$ cat src/design/imc_cfg.svh
`ifndef IMC_CFG_SVH
`define IMC_CFG_SVH
// ----------------------------------------
// register offsets (byte addresses)
// ----------------------------------------
`define IMC_OFS_CTRL 8'h00
`define IMC_OFS_DIV 8'h04
`define IMC_OFS_CMD 8'h08
`define IMC_OFS_STAT 8'h0c
`define IMC_OFS_RXD 8'h10
// ----------------------------------------
// field positions
// ----------------------------------------
`define IMC_CTRL_STRETCH 1
`define IMC_STAT_BUSY 0
`define IMC_STAT_OVF 1
`define IMC_STAT_NACK 2
`define IMC_STAT_DIVERR 3
`define IMC_STAT_HOLD 4
`define IMC_STAT_REJ 5
`define IMC_STAT_DONE 6
`define IMC_RXD_VALID 8
// ----------------------------------------
// reset values and limits
// ----------------------------------------
`define IMC_RST_CTRL 2'h2
`define IMC_RST_LOW 8'h0a
`define IMC_RST_HIGH 8'h0a
`define IMC_MIN_DIV_SUM 9'h010
`define IMC_RESP_OKAY 2'h0
`define IMC_RESP_SLVERR 2'h2
`endif

$ cat src/design/imc_pkg.sv
package imc_pkg;
  // serial engine states
  typedef enum logic [7:0] {
    ST_IDLE = 8'h01,
    ST_START = 8'h02,
    ST_BITLO = 8'h04,
    ST_BITHI = 8'h08,
    ST_HOLD = 8'h10,
    ST_STOPLO = 8'h20,
    ST_STOPHI = 8'h40,
    ST_STOPEND = 8'h80
  } imc_state_t;
endpackage

$ cat src/design/imc_div.sv
`timescale 1ns/100ps
`default_nettype none
// ----------------------------------------
// phase timer for the serial clock
// ----------------------------------------
module imc_div #(
  parameter int CW = 8
) (
  // clock and reset
  input wire logic ref_clk,
  input wire logic srst,
  // control
  input wire logic run,
  input wire logic selHigh,
  input wire logic [CW-1:0] lowCnt,
  input wire logic [CW-1:0] highCnt,
  // phase end, one cycle
  output logic done
);
  logic [CW-1:0] cnt_q;
  wire [CW-1:0] target = selHigh ? highCnt : lowCnt;
  // a zero count still lasts one cycle
  assign done = run && (cnt_q + 1'b1 >= target);

  // restarts whenever the phase is paused or ends
  always_ff @(posedge ref_clk) begin
    if (srst || !run || done) cnt_q <= '0;
    else cnt_q <= cnt_q + 1'b1;
  end
endmodule // imc_div
`default_nettype wire

$ cat src/design/imc_fifo.sv
`timescale 1ns/100ps
`default_nettype none
// ----------------------------------------
// receive fifo, read data registered at pop
// ----------------------------------------
module imc_fifo #(
  parameter int WIDTH = 8,
  parameter int DEPTH = 16
) (
  // clock and reset
  input wire logic ref_clk,
  input wire logic srst,
  // fill side
  input wire logic inValid,
  output logic inReady,
  input wire logic [WIDTH-1:0] inData,
  // drain side
  output logic outValid,
  input wire logic outReady,
  output logic [WIDTH-1:0] outData
);
  localparam int AW = $clog2(DEPTH);
  logic [WIDTH-1:0] mem [DEPTH];
  logic [AW-1:0] wrPtr_q;
  logic [AW-1:0] rdPtr_q;
  logic [AW:0] level_q;
  logic [WIDTH-1:0] outData_q;
  wire push = inValid && inReady;
  wire pop = outValid && outReady;

  // honest flags from the level counter
  assign inReady = (level_q != (AW+1)'(DEPTH));
  assign outValid = (level_q != '0);
  assign outData = outData_q;

  // pointers and level
  always_ff @(posedge ref_clk) begin
    if (srst) begin
      wrPtr_q <= '0;
      rdPtr_q <= '0;
      level_q <= '0;
    end else begin
      if (push) wrPtr_q <= AW'((wrPtr_q + 1'b1) % DEPTH);
      if (pop) rdPtr_q <= AW'((rdPtr_q + 1'b1) % DEPTH);
      level_q <= level_q + (AW+1)'(push) - (AW+1)'(pop);
    end
  end

  // storage; head copied out on pop
  always_ff @(posedge ref_clk) begin
    if (push) mem[wrPtr_q] <= inData;
    if (srst) outData_q <= '0;
    else if (pop) outData_q <= mem[rdPtr_q];
  end
endmodule // imc_fifo
`default_nettype wire

$ cat src/design/imc_top.sv
// Register access over AXI4-Lite and the register addresses are this design's own decisions.
`timescale 1ns/100ps
`default_nettype none
`include "imc_cfg.svh"
module imc_top #(
  parameter int DEPTH = 16
) (
  // clock and reset
  input wire logic ref_clk,
  input wire logic srst,
  // axi4-lite write address
  input wire logic awvalid,
  output logic awready,
  input wire logic [7:0] awaddr,
  // axi4-lite write data
  input wire logic wvalid,
  output logic wready,
  input wire logic [31:0] wdata,
  input wire logic [3:0] wstrb,
  // axi4-lite write response
  output logic bvalid,
  input wire logic bready,
  output logic [1:0] bresp,
  // axi4-lite read address
  input wire logic arvalid,
  output logic arready,
  input wire logic [7:0] araddr,
  // axi4-lite read data
  output logic rvalid,
  input wire logic rready,
  output logic [31:0] rdata,
  output logic [1:0] rresp,
  // serial bus, open drain
  input wire logic sclIn,
  output logic sclOut,
  output logic sclOe,
  input wire logic sdaIn,
  output logic sdaOut,
  output logic sdaOe
);
  // ----------------------------------------
  // helpers
  // ----------------------------------------
  // divider sum check, used for status and start gating
  function automatic logic divTooSmall(input logic [7:0] lo, input logic [7:0] hi);
    return ({1'b0, lo} + {1'b0, hi}) < `IMC_MIN_DIV_SUM;
  endfunction

  // ----------------------------------------
  // declarations
  // ----------------------------------------
  imc_pkg::imc_state_t state_q, state_d;
  logic [1:0] ctrl_q;
  logic [7:0] lowCnt_q, highCnt_q;
  logic [7:0] shift_q, shift_d;
  logic [3:0] bitCnt_q, bitCnt_d;
  logic addrPhase_q, addrPhase_d;
  logic [7:0] left_q, left_d;
  logic [7:0] pend_q;
  logic awHeld_q, wHeld_q, rPend_q;
  logic [7:0] awAddr_q, arAddr_q;
  logic [31:0] wData_q;
  logic [3:0] wStrb_q;
  logic ovf_q, nack_q, rej_q, done_q;
  logic sclS1_q, sclS2_q, sdaS1_q, sdaS2_q;
  logic divDone;
  logic fifoInValid, fifoInReady, fifoOutValid, fifoPop;
  logic [7:0] fifoInData, fifoOutData;
  logic popTaken_q;
  logic evOvf, evNack, evDone;

  // ----------------------------------------
  // pin synchronisers
  // ----------------------------------------
  // two flops before any logic reads the pins
  always_ff @(posedge ref_clk) begin
    if (srst) begin
      sclS1_q <= 1'b1;
      sclS2_q <= 1'b1;
      sdaS1_q <= 1'b1;
      sdaS2_q <= 1'b1;
    end else begin
      sclS1_q <= sclIn;
      sclS2_q <= sclS1_q;
      sdaS1_q <= sdaIn;
      sdaS2_q <= sdaS1_q;
    end
  end

  // ----------------------------------------
  // register bus decode
  // ----------------------------------------
  wire doWrite = awHeld_q && wHeld_q && !bvalid;
  wire arTake = arvalid && arready;
  wire divErr = divTooSmall(lowCnt_q, highCnt_q);
  wire wrCtrl = doWrite && (awAddr_q == `IMC_OFS_CTRL) && wStrb_q[0];
  wire wrDiv = doWrite && (awAddr_q == `IMC_OFS_DIV);
  wire wrCmd = doWrite && (awAddr_q == `IMC_OFS_CMD) && wStrb_q[0];
  wire wrStat = doWrite && (awAddr_q == `IMC_OFS_STAT) && wStrb_q[0];
  wire wrHit = (awAddr_q == `IMC_OFS_CTRL) || (awAddr_q == `IMC_OFS_DIV)
    || (awAddr_q == `IMC_OFS_CMD) || (awAddr_q == `IMC_OFS_STAT);
  wire rdRxd = arTake && (araddr == `IMC_OFS_RXD);
  wire rdHit = (arAddr_q == `IMC_OFS_CTRL) || (arAddr_q == `IMC_OFS_DIV)
    || (arAddr_q == `IMC_OFS_STAT) || (arAddr_q == `IMC_OFS_RXD);
  // a start with a too small divider is refused instead of hanging the bus
  wire startOk = wrCmd && (state_q == imc_pkg::ST_IDLE) && !divErr;
  wire startRej = wrCmd && !startOk;
  wire stretchEn = ctrl_q[`IMC_CTRL_STRETCH];
  wire busy = (state_q != imc_pkg::ST_IDLE);
  wire holding = (state_q == imc_pkg::ST_HOLD);

  assign awready = !awHeld_q;
  assign wready = !wHeld_q;
  assign arready = !rPend_q && !rvalid;
  assign fifoPop = rdRxd && fifoOutValid;

  wire [31:0] statWord = {25'h0, done_q, rej_q, holding, divErr, nack_q, ovf_q, busy};

  // ----------------------------------------
  // write channel capture and response
  // ----------------------------------------
  // address and data are held separately, so either may come first
  always_ff @(posedge ref_clk) begin
    if (srst) begin
      awHeld_q <= 1'b0;
      wHeld_q <= 1'b0;
      awAddr_q <= 8'h00;
      wData_q <= 32'h0;
      wStrb_q <= 4'h0;
      bvalid <= 1'b0;
      bresp <= `IMC_RESP_OKAY;
    end else begin
      if (awvalid && awready) begin
        awHeld_q <= 1'b1;
        awAddr_q <= awaddr;
      end
      if (wvalid && wready) begin
        wHeld_q <= 1'b1;
        wData_q <= wdata;
        wStrb_q <= wstrb;
      end
      if (doWrite) begin
        awHeld_q <= 1'b0;
        wHeld_q <= 1'b0;
        bvalid <= 1'b1;
        bresp <= wrHit ? `IMC_RESP_OKAY : `IMC_RESP_SLVERR;
      end else if (bready) begin
        bvalid <= 1'b0;
      end
    end
  end

  // ----------------------------------------
  // read channel, two cycles so popped data can settle
  // ----------------------------------------
  always_ff @(posedge ref_clk) begin
    if (srst) begin
      rPend_q <= 1'b0;
      arAddr_q <= 8'h00;
      popTaken_q <= 1'b0;
      rvalid <= 1'b0;
      rdata <= 32'h0;
      rresp <= `IMC_RESP_OKAY;
    end else begin
      rPend_q <= arTake;
      if (arTake) begin
        arAddr_q <= araddr;
        popTaken_q <= fifoPop;
      end
      if (rPend_q) begin
        rvalid <= 1'b1;
        rresp <= rdHit ? `IMC_RESP_OKAY : `IMC_RESP_SLVERR;
        unique case (arAddr_q)
          `IMC_OFS_CTRL: rdata <= {30'h0, ctrl_q};
          `IMC_OFS_DIV: rdata <= {16'h0, highCnt_q, lowCnt_q};
          `IMC_OFS_STAT: rdata <= statWord;
          `IMC_OFS_RXD: rdata <= {23'h0, popTaken_q, fifoOutData};
          default: rdata <= 32'h0;
        endcase
      end else if (rready) begin
        rvalid <= 1'b0;
      end
    end
  end

  // ----------------------------------------
  // control registers
  // ----------------------------------------
  always_ff @(posedge ref_clk) begin
    if (srst) begin
      ctrl_q <= `IMC_RST_CTRL;
      lowCnt_q <= `IMC_RST_LOW;
      highCnt_q <= `IMC_RST_HIGH;
    end else begin
      if (wrCtrl) ctrl_q <= wData_q[1:0];
      if (wrDiv && wStrb_q[0]) lowCnt_q <= wData_q[7:0];
      if (wrDiv && wStrb_q[1]) highCnt_q <= wData_q[15:8];
    end
  end

  // ----------------------------------------
  // sticky status, write one to clear, set wins
  // ----------------------------------------
  always_ff @(posedge ref_clk) begin
    if (srst) begin
      ovf_q <= 1'b0;
      nack_q <= 1'b0;
      rej_q <= 1'b0;
      done_q <= 1'b0;
    end else begin
      ovf_q <= evOvf || (ovf_q && !(wrStat && wData_q[`IMC_STAT_OVF]));
      nack_q <= evNack || (nack_q && !(wrStat && wData_q[`IMC_STAT_NACK]));
      rej_q <= startRej || (rej_q && !(wrStat && wData_q[`IMC_STAT_REJ]));
      done_q <= evDone || (done_q && !(wrStat && wData_q[`IMC_STAT_DONE]));
    end
  end

  // ----------------------------------------
  // phase timer and fifo
  // ----------------------------------------
  // high phases only count while the line really is high (target stretching)
  wire highPhase = (state_q == imc_pkg::ST_START) || (state_q == imc_pkg::ST_BITHI)
    || (state_q == imc_pkg::ST_STOPHI) || (state_q == imc_pkg::ST_STOPEND);
  wire divRun = busy && !holding && (!highPhase || sclS2_q);

  imc_div #(.CW(8)) uDiv (
    .ref_clk(ref_clk),
    .srst(srst),
    .run(divRun),
    .selHigh(highPhase),
    .lowCnt(lowCnt_q),
    .highCnt(highCnt_q),
    .done(divDone)
  );

  imc_fifo #(.WIDTH(8), .DEPTH(DEPTH)) uFifo (
    .ref_clk(ref_clk),
    .srst(srst),
    .inValid(fifoInValid),
    .inReady(fifoInReady),
    .inData(fifoInData),
    .outValid(fifoOutValid),
    .outReady(fifoPop),
    .outData(fifoOutData)
  );

  // ----------------------------------------
  // serial engine
  // ----------------------------------------
  wire [7:0] sampled = {shift_q[6:0], sdaS2_q};
  wire byteEnd = (state_q == imc_pkg::ST_BITHI) && divDone && !addrPhase_q
    && (bitCnt_q == 4'd7);
  wire ackEnd = (state_q == imc_pkg::ST_BITHI) && divDone && (bitCnt_q == 4'd8);
  // the byte goes straight in when there is room; else, with stretching on, it waits in pend_q,
  // so a read landing anywhere around the last bit cannot lose it
  assign fifoInValid = byteEnd || holding;
  assign fifoInData = holding ? pend_q : sampled;
  assign evOvf = byteEnd && !fifoInReady;
  assign evNack = ackEnd && addrPhase_q && sdaS2_q;
  assign evDone = (state_q == imc_pkg::ST_STOPEND) && divDone;

  // hold a byte that found the fifo full
  always_ff @(posedge ref_clk) begin
    if (srst) pend_q <= 8'h00;
    else if (byteEnd) pend_q <= sampled;
  end

  // next state
  always_comb begin
    state_d = state_q;
    shift_d = shift_q;
    bitCnt_d = bitCnt_q;
    addrPhase_d = addrPhase_q;
    left_d = left_q;
    unique case (state_q)
      imc_pkg::ST_IDLE: begin
        if (startOk) begin
          state_d = imc_pkg::ST_START;
          shift_d = {wData_q[6:0], 1'b1};
          left_d = wData_q[15:8];
          addrPhase_d = 1'b1;
          bitCnt_d = 4'd0;
        end
      end
      imc_pkg::ST_START: begin
        if (divDone) state_d = imc_pkg::ST_BITLO;
      end
      imc_pkg::ST_BITLO: begin
        if (divDone) state_d = imc_pkg::ST_BITHI;
      end
      imc_pkg::ST_BITHI: begin
        if (divDone) begin
          state_d = imc_pkg::ST_BITLO;
          bitCnt_d = bitCnt_q + 4'd1;
          shift_d = addrPhase_q ? {shift_q[6:0], 1'b1} : sampled;
          if (byteEnd && !fifoInReady && stretchEn) begin
            state_d = imc_pkg::ST_HOLD;
          end
          if (ackEnd) begin
            bitCnt_d = 4'd0;
            addrPhase_d = 1'b0;
            if (addrPhase_q && sdaS2_q) state_d = imc_pkg::ST_STOPLO;
            else if (!addrPhase_q) begin
              left_d = left_q - 8'd1;
              if (left_q <= 8'd1) state_d = imc_pkg::ST_STOPLO;
            end else if (left_q == 8'd0) state_d = imc_pkg::ST_STOPLO;
          end
        end
      end
      imc_pkg::ST_HOLD: begin
        if (fifoInReady) state_d = imc_pkg::ST_BITLO;
      end
      imc_pkg::ST_STOPLO: begin
        if (divDone) state_d = imc_pkg::ST_STOPHI;
      end
      imc_pkg::ST_STOPHI: begin
        if (divDone) state_d = imc_pkg::ST_STOPEND;
      end
      imc_pkg::ST_STOPEND: begin
        if (divDone) state_d = imc_pkg::ST_IDLE;
      end
      default: state_d = imc_pkg::ST_IDLE;
    endcase
  end

  // engine registers
  always_ff @(posedge ref_clk) begin
    if (srst) begin
      state_q <= imc_pkg::ST_IDLE;
      shift_q <= 8'h00;
      bitCnt_q <= 4'd0;
      addrPhase_q <= 1'b0;
      left_q <= 8'h00;
    end else begin
      state_q <= state_d;
      shift_q <= shift_d;
      bitCnt_q <= bitCnt_d;
      addrPhase_q <= addrPhase_d;
      left_q <= left_d;
    end
  end

  // ----------------------------------------
  // pin drive
  // ----------------------------------------
  // lines are only ever pulled low; release means oe low
  wire lowPhase = (state_q == imc_pkg::ST_BITLO) || (state_q == imc_pkg::ST_STOPLO);
  wire ackDrive = !addrPhase_q && (left_q > 8'd1);
  wire bitDrive = addrPhase_q ? !shift_q[7] : 1'b0;
  wire dataSlot = (state_q == imc_pkg::ST_BITLO) || (state_q == imc_pkg::ST_BITHI);
  assign sclOut = 1'b0;
  assign sdaOut = 1'b0;
  assign sclOe = lowPhase || holding;
  assign sdaOe = (state_q == imc_pkg::ST_START) || (state_q == imc_pkg::ST_STOPLO)
    || (state_q == imc_pkg::ST_STOPHI)
    || (dataSlot && ((bitCnt_q == 4'd8) ? ackDrive : bitDrive));
endmodule // imc_top
`default_nettype wire
$ cat config.mk
export PLATFORM = sky130hd
export DESIGN_NAME = imc_top
export DESIGN_NICKNAME = d
export VERILOG_FILES = /design/src/design/imc_pkg.sv /design/src/design/imc_div.sv /design/src/design/imc_fifo.sv /design/src/design/imc_top.sv
export VERILOG_INCLUDE_DIRS = /design/src /design/src/design
export SDC_FILE = /design/constraint.sdc
export NUM_CORES = 1
export LEC_CHECK = 0
export BUFFER_PORTS_ARGS = -buffer_cell sky130_fd_sc_hd__buf_2
export CELL_PAD_IN_SITES_DETAIL_PLACEMENT = 2
export CELL_PAD_IN_SITES_GLOBAL_PLACEMENT = 2
export CORE_UTILIZATION = 40
export DETAILED_ROUTE_END_ITERATION = 6
export PLACE_DENSITY = 0.89
export SYNTH_ARGS = -nofsm -noshare
export SYNTH_HDL_FRONTEND = slang
export SYNTH_SLANG_ARGS = --single-unit
$ cat constraint.sdc
create_clock -name ref_clk -period 13.8 [get_ports ref_clk]
set_input_delay 0.69 -clock ref_clk [delete_from_list [all_inputs] [get_ports ref_clk]]
set_output_delay 0.69 -clock ref_clk [all_outputs]
set_load 0.03 [all_outputs]
### Yosys cells after proc, flatten, opt, wreduce, memory -nomap -nowiden

Memory sizes are Yosys's and may differ from the RTL's. A register that Yosys moved wholly into a read port is not among the register bits.
Cells that the tools add are included.

| word-level totals | value |
|---|---|
| register bits after elaboration | 160 |
| bits in writable memories | 128 |
| input bits | 61 |
| output and inout bits | 45 |
| memories | 1 |

| cells by class | value |
|---|---|
| add/subtract/negate cells | 8 |
| $lt $le $gt $ge | 4 |
| equality and inequality tests | 30 |
| mux-type cells | 46 |
| reduce and logical (&&, ||, !) cells | 97 |

Memories:

| name | words | bits a word | rd ports | clocked after Yosys merged registers in | wr ports | RTL line | source |
|---|---|---|---|---|---|---|---|
| uFifo.mem | 16 | 8 | 1 | 1 | 1 | imc_fifo.sv:23 | `logic [WIDTH-1:0] mem [DEPTH];` |

Operator list:

| kind | count |
|---|---|
| 2-to-1 mux 8 bit | 22 |
| one-hot mux 16 bit (4 select lines) | 1 |
| one-hot mux 8 bit (8 select lines) | 1 |
| logical AND 1 bit | 45 |
| == test 8 x 4 -> 1 bit, second input constant | 4 |
| one-hot mux 8 bit (2 select lines) | 2 |
| == test 8 x 3 -> 1 bit, second input constant | 3 |
| == test 8 x 5 -> 1 bit, second input constant | 3 |
| logical NOT 8 bit | 3 |
| logical OR 1 bit | 23 |
| inequality test 2 bit, second input constant | 11 |
| logical NOT 1 bit | 17 |
| adder 4 x 1 -> 4 bit, second input constant | 3 |
| 2-to-1 mux 1 bit | 12 |
| 2-to-1 mux 4 bit | 3 |
| adder 8 x 8 -> 9 bit | 1 |
| < comparator 9 x 5 -> 1 bit, second input constant | 1 |
| adder 8 x 1 -> 8 bit, second input constant | 1 |
| == test 8 x 1 -> 1 bit, second input constant | 1 |
| == test 8 x 2 -> 1 bit, second input constant | 1 |
| == test 8 x 6 -> 1 bit, second input constant | 1 |
| == test 8 x 7 -> 1 bit, second input constant | 1 |
| == test 8 bit, second input constant | 1 |
| greater-or-equal comparator 8 bit | 1 |
| 20 further kinds | 23 |

### Depth between registers and ports, before layout

| depth | value |
|---|---|
| depth in word-level cells | 20 |
| mapped depth | 20 |

### Cells and area by module

From an unflattened synthesis, not the netlist that was laid out.

| second synthesis, totals | value |
|---|---|
| cells, all modules | 1078 |
| area, all modules | 12599.6 um2 |

Modules (own cells, without submodules):

| module | instances | cells an instance | area each (um2) |
|---|---|---|---|
| imc_fifo | 1 | 319 | 6059.6 |
| imc_top | 1 | 696 | 5879.4 |
| imc_div | 1 | 63 | 660.6 |

### Worst setup path after synthesis

Ideal clock, no wire load.

| path | value |
|---|---|
| kind | register -> register |
| start | register state_q[1] |
| end | register uFifo.level_q[4] |
| library setup time | 0.070 ns |
| arrival | 4.742 ns |
| data required time | 13.730 ns |
| slack | 8.988 ns |
| cell stages (with the launch flop) | 21 |
| buffers on the path | 3 |
| clock period less this slack | 4.812 ns |
| cell sequence | dfxtp_1 -> clkbuf_1 -> nor4b_1 -> a211oi_2 -> nor2b_1 -> clkbuf_1 -> mux2_2 -> ha_1 -> nand2b_1 -> a2111o_1 -> a31oi_2 -> nor3_2 -> buf_2 -> nor2_1 -> nor2_1 -> ha_1 -> fa_1 -> a21oi_1 -> nor2_1 -> or3_1 -> a21oi_1 |

| between the ends | value |
|---|---|
| cells in the longest elaborated chain, start to end | 15 |

RTL lines:

| item | RTL line | source |
|---|---|---|
| from (decl) | imc_top.sv:52 | `imc_pkg::imc_state_t state_q, state_d;` |
| from (signal assigned) | imc_top.sv:329 | `state_q <= imc_pkg::ST_IDLE;` |
| from (signal assigned) | imc_top.sv:335 | `state_q <= state_d;` |
| parallel branches: the longest is 11 deep, another holds greater-or-equal comparator 8 bit | - |  |
| logical OR 1 bit (*) | imc_top.sv:256 | `assign fifoInValid = byteEnd \|\| holding;` |
| logical AND 1 bit (*) | imc_fifo.sv:28 | `wire push = inValid && inReady;` |
| named net uFifo.push | imc_fifo.sv:28 |  |
| adder 5 x 1 -> 5 bit (*) | imc_fifo.sv:45 | `level_q <= level_q + (AW+1)'(push) - (AW+1)'(pop);` |
| subtractor 5 x 1 -> 5 bit (*) | imc_fifo.sv:45 |  |
| to (signal assigned) | imc_fifo.sv:45 |  |
| to (decl) | imc_fifo.sv:26 | `logic [AW:0] level_q;` |

Mark *: on every way through the listed nets, which the timed path passes.
A chain may end at the register's enable or synchronous reset.

### Final worst setup path

| path | value |
|---|---|
| start | register state_q[7] |
| end | register uFifo.level_q[4] |

Same word-level chain as after synthesis.

==> run summary <==
## Final layout
• # diodes: 0
• leading registers by flop count: uFifo.mem (128), rdata (16), wData_q (16)
• Syn-to-layout area delta: 13.5%
• Most flops, register: uFifo.mem
• area of the multi-input gates: 5130 sq um
• post-route cell area: 14000 sq um
• max FFs per register: 128
• Finished Layout Cells: 1563
• utilization after layout: 46.7%
• Reg area: 6850 sq um
• final-stage net count: 1241
• number of fill cells: 3020
• share of final-layout standard cells stronger than drive strength 1: 16.9%

## Floorplanning
• initial cell density of the core: 41.2%
• number of core rows: 63
• die width: 178 um
• Die Span Y: 178 um
• I/O pins: 106
• Core Area: 30000 sq um
• Total Die Area: 31600 sq um

## Min path
• number of instances on the worst hold path: 2
• worst hold path startpoint: sclIn
• hold-critical path endpoint: sclS1_q$_SDFF_PP1_
• worst hold-check path type: input port to flop

## Pwr
• Power Density: 128 nW/um^2
• maximum vdd ir drop: 0.107 mV
• post-layout power: 1.80 mW
• standby leakage power: 5.09 nW

## Synth
• register bit count reported by yosys: 278
• count leader, synth: sky130_fd_sc_hd__dfxtp_1
• top cell types by occurrence after synthesis: sky130_fd_sc_hd__dfxtp_1 (150), sky130_fd_sc_hd__nand2_1 (141), sky130_fd_sc_hd__edfxtp_1 (128)
• Post-synth ARST share: 0%
• sequential area share after synthesis: 55.4%
• Yosys top cell area share: 31.1%
• total of warnings raised by yosys: 0
• post-synthesis cell area: 12400 sq um
• number of flops mapped to enable cells by yosys: 128
• cell count after synthesis: 1095
• library cells used by synthesis: 72
• prevailing post-synth register cell: sky130_fd_sc_hd__dfxtp_1
• syn avg cell area: 11.3 sq um
• cell accounting for the most synthesized area: sky130_fd_sc_hd__edfxtp_1
• top post-synthesis cells by area: sky130_fd_sc_hd__edfxtp_1 (31%), sky130_fd_sc_hd__dfxtp_1 (24%), sky130_fd_sc_hd__mux4_2 (7.3%)

## Global route
• largest net degree at the start of global routing: 81
• antenna violations before repair: 0
• All-Layer GR Usage: 26.9%
• global-route wire length before repair: 63600 um
• vias in the first global route: 10300
• Congestion Overflow GR: 0

## Setup path
• Crit path max-delay family: compound AO/OA/AOI/OAI gates
• cell with the most instances on the worst path: sky130_fd_sc_hd__nor2_1
• Worst Path Buf+Inv: 2
• slowest stage delay, CP: 0.69 ns
• Worst Reg2Reg Path Length in Cells: 19
• reg2reg start: state_q[7]$_SDFFE_PP0P_
• critical path fanouts, max: 21
• element type at the critical path start: flop
• cell at the slowest stage of the critical path: sky130_fd_sc_hd__a31oi_2
• Worst Setup SP: state_q[7]$_SDFFE_PP0P_
• Setup crit end kind: flop
• cells along the critical path: nor4b_1 -> a211oi_2 -> nor2b_1 -> buf_4 -> mux2_2 -> ha_1 -> nand2b_1 -> a2111o_1 -> a31oi_2 -> nor3_4 -> buf_4 -> nor2_1 -> nor2_1 -> ha_1 -> fa_1 -> a21oi_1 -> nor2_1 -> or3_1 -> a21oi_1
• data required time of the critical path: 14.28 ns
• CP Class: flop to flop
• worst setup slack for register-to-register paths: 8.18 ns
• worst path arrival time: 6.10 ns
• FF-to-FF End: uFifo.level_q[4]$_SDFF_PP0_

## CTS
• sink count of the clock tree: 278
• Clock H-tree levels: 1
• cells resized by post-CTS repair: 0
• setup bufs post-CTS: 0
• clock transition time at the flip-flop clock pins of the worst setup and hold paths: 0.06 ns
• count of hold buffers inserted by post-cts repair: 0
• CTS tree: built
• number of buffers created by CTS: 31
• source-to-sink clock delay at the later pin of the worst-skew pair: 0.57 ns
• Root Driver: sky130_fd_sc_hd__clkbuf_16
• buffer levels on the longest clock path: 3

## Drt
• total routed wirelength: 41500 um
• DRC violations left: 0
• average vias per placed instance: 5.93
• total via count in the routed design: 9265
• Routed wire per std cell: 26.6 um
• drt first-iter violations: 675
• first drt pass iteration count: 5
• number of routed nets with antenna violations: 0

## STA
• minimum clock period after layout: 5.62 ns
• post-route setup TNS: 0 ns
• number of failing setup endpoints in the final timing report: 0
• worst-case headroom to the max-slew limit: 20.7%
• share of the clock period used by the worst path: 40.7%
• achievable clock frequency: 0.178 GHz
• Worst Max-Slew Pin Slew: 1.18 ns
• final hold violations: 0
• number of slew-limit violations in the final report: 0
• Max Clock Skew: 0.0154 ns
• unrepaired setup endpoints after global routing: false

## Place
• post-DP HPWL: 26700 um
• DP Cell Count: 1505
• GP Congestion: 0.834
• total of buffers placed on input and output ports: 67
• placed cell area: 13000 sq um

## Run
• # Max-Cap Violations: 0

## Status
• result of the run: complete, no violations

-- cells in the final DEF, fill, tap and decap left out, types with 5 or more instances in the layout --
master and count:
sky130_fd_sc_hd__a211oi_1 8, sky130_fd_sc_hd__a21oi_1 69, sky130_fd_sc_hd__a22oi_1 13, sky130_fd_sc_hd__buf_2 66, sky130_fd_sc_hd__buf_4 14, sky130_fd_sc_hd__clkbuf_1 7
sky130_fd_sc_hd__clkbuf_16 31, sky130_fd_sc_hd__clkinv_2 8, sky130_fd_sc_hd__conb_1 20, sky130_fd_sc_hd__dfxtp_1 148, sky130_fd_sc_hd__edfxtp_1 128, sky130_fd_sc_hd__ha_1 31
sky130_fd_sc_hd__inv_1 21, sky130_fd_sc_hd__mux2i_1 53, sky130_fd_sc_hd__mux4_2 40, sky130_fd_sc_hd__nand2_1 141, sky130_fd_sc_hd__nand2b_1 7, sky130_fd_sc_hd__nand3_1 36
sky130_fd_sc_hd__nand3b_1 7, sky130_fd_sc_hd__nand4_1 9, sky130_fd_sc_hd__nor2_1 111, sky130_fd_sc_hd__nor2b_1 16, sky130_fd_sc_hd__nor3_1 20, sky130_fd_sc_hd__nor4_1 12
sky130_fd_sc_hd__o211ai_1 5, sky130_fd_sc_hd__o21ai_0 24, sky130_fd_sc_hd__o31ai_1 5, sky130_fd_sc_hd__or2_2 9, sky130_fd_sc_hd__or3_1 5, sky130_fd_sc_hd__xnor2_1 7
sky130_fd_sc_hd__xor2_1 10
-- kinds of logic (layout without fill, tap and decap cells) --
| group | count (synthesis) | after routing | share of synthesized area (%) |
|---|---|---|---|
| buffers and inverters | 102 | 161 | 3.91 |
| xor gates and xnor gates | 17 | 17 | 1.20 |
| muxes | 95 | 95 | 11.8 |
| and+or+nand+nor | 400 | 400 | 15.2 |
| adders and majority gates | 32 | 32 | 3.30 |
| AOI/OAI and AO/OA | 170 | 170 | 9.20 |
| DFF | 278 | 278 | 55.4 |
| other | 1 | 20 | 0.0303 |
-- stage by stage --
stage	setup WS [ns]	hold WS (ns)
after floorplan	8.99	0.389
after global placement	8.69	0.402
after detailed placement	8.44	0.399
after CTS	8.22	0.305
after global routing	8.03	0.319
final	8.18	0.318
-- area by class of cell --
cell class / count / share of cell area [%]
clock buffer: 41 / 6.01
inverter: 23 / 0.616
multi-input combinational: 734 / 36.6
clock inverter: 17 / 1.40
sequential: 278 / 48.8
tap: 390 / 3.48
timing repair buffer: 80 / 3.10
-- routing by layer --
layer	global-route usage, %	share of wire (%)
met1	31.5	39
met2	49.0	52
met3	3.30	3.9
met4	12.0	4.4
met5	0	0
-- worst max path at each step --
stage,end,slack [ns],depth (start not counted)
floorplan,uFifo.level_q[4]$_SDFF_PP0_,8.99,20
global placement,uFifo.level_q[4]$_SDFF_PP0_,8.69,19
detailed placement,uFifo.level_q[4]$_SDFF_PP0_,8.44,19
CTS,uFifo.level_q[4]$_SDFF_PP0_,8.22,19
global route,uFifo.level_q[4]$_SDFF_PP0_,8.03,19
finish,uFifo.level_q[4]$_SDFF_PP0_,8.18,19
-- worst reg2reg max path: stages, from the launching register on --
cell	delay (ns)
sky130_fd_sc_hd__dfxtp_1	0.57
sky130_fd_sc_hd__nor4b_1	0.36
sky130_fd_sc_hd__a211oi_2	0.12
sky130_fd_sc_hd__nor2b_1	0.14
sky130_fd_sc_hd__buf_4	0.24
sky130_fd_sc_hd__mux2_2	0.37
sky130_fd_sc_hd__ha_1	0.31
sky130_fd_sc_hd__nand2b_1	0.15
sky130_fd_sc_hd__a2111o_1	0.43
sky130_fd_sc_hd__a31oi_2	0.69
sky130_fd_sc_hd__nor3_4	0.09
sky130_fd_sc_hd__buf_4	0.27
sky130_fd_sc_hd__nor2_1	0.24
sky130_fd_sc_hd__nor2_1	0.10
sky130_fd_sc_hd__ha_1	0.25
sky130_fd_sc_hd__fa_1	0.42
sky130_fd_sc_hd__a21oi_1	0.17
sky130_fd_sc_hd__nor2_1	0.09
sky130_fd_sc_hd__or3_1	0.38
sky130_fd_sc_hd__a21oi_1	0.15
-- where the power goes --
part           total (mW)  switching [mW]  internal (mW)
Sequential          0.876          0.0121          0.864
Combinational      0.0634          0.0449         0.0185
Clock               0.857           0.352          0.505
Total                1.80           0.409           1.39
Power figures use the tool's default switching activity.
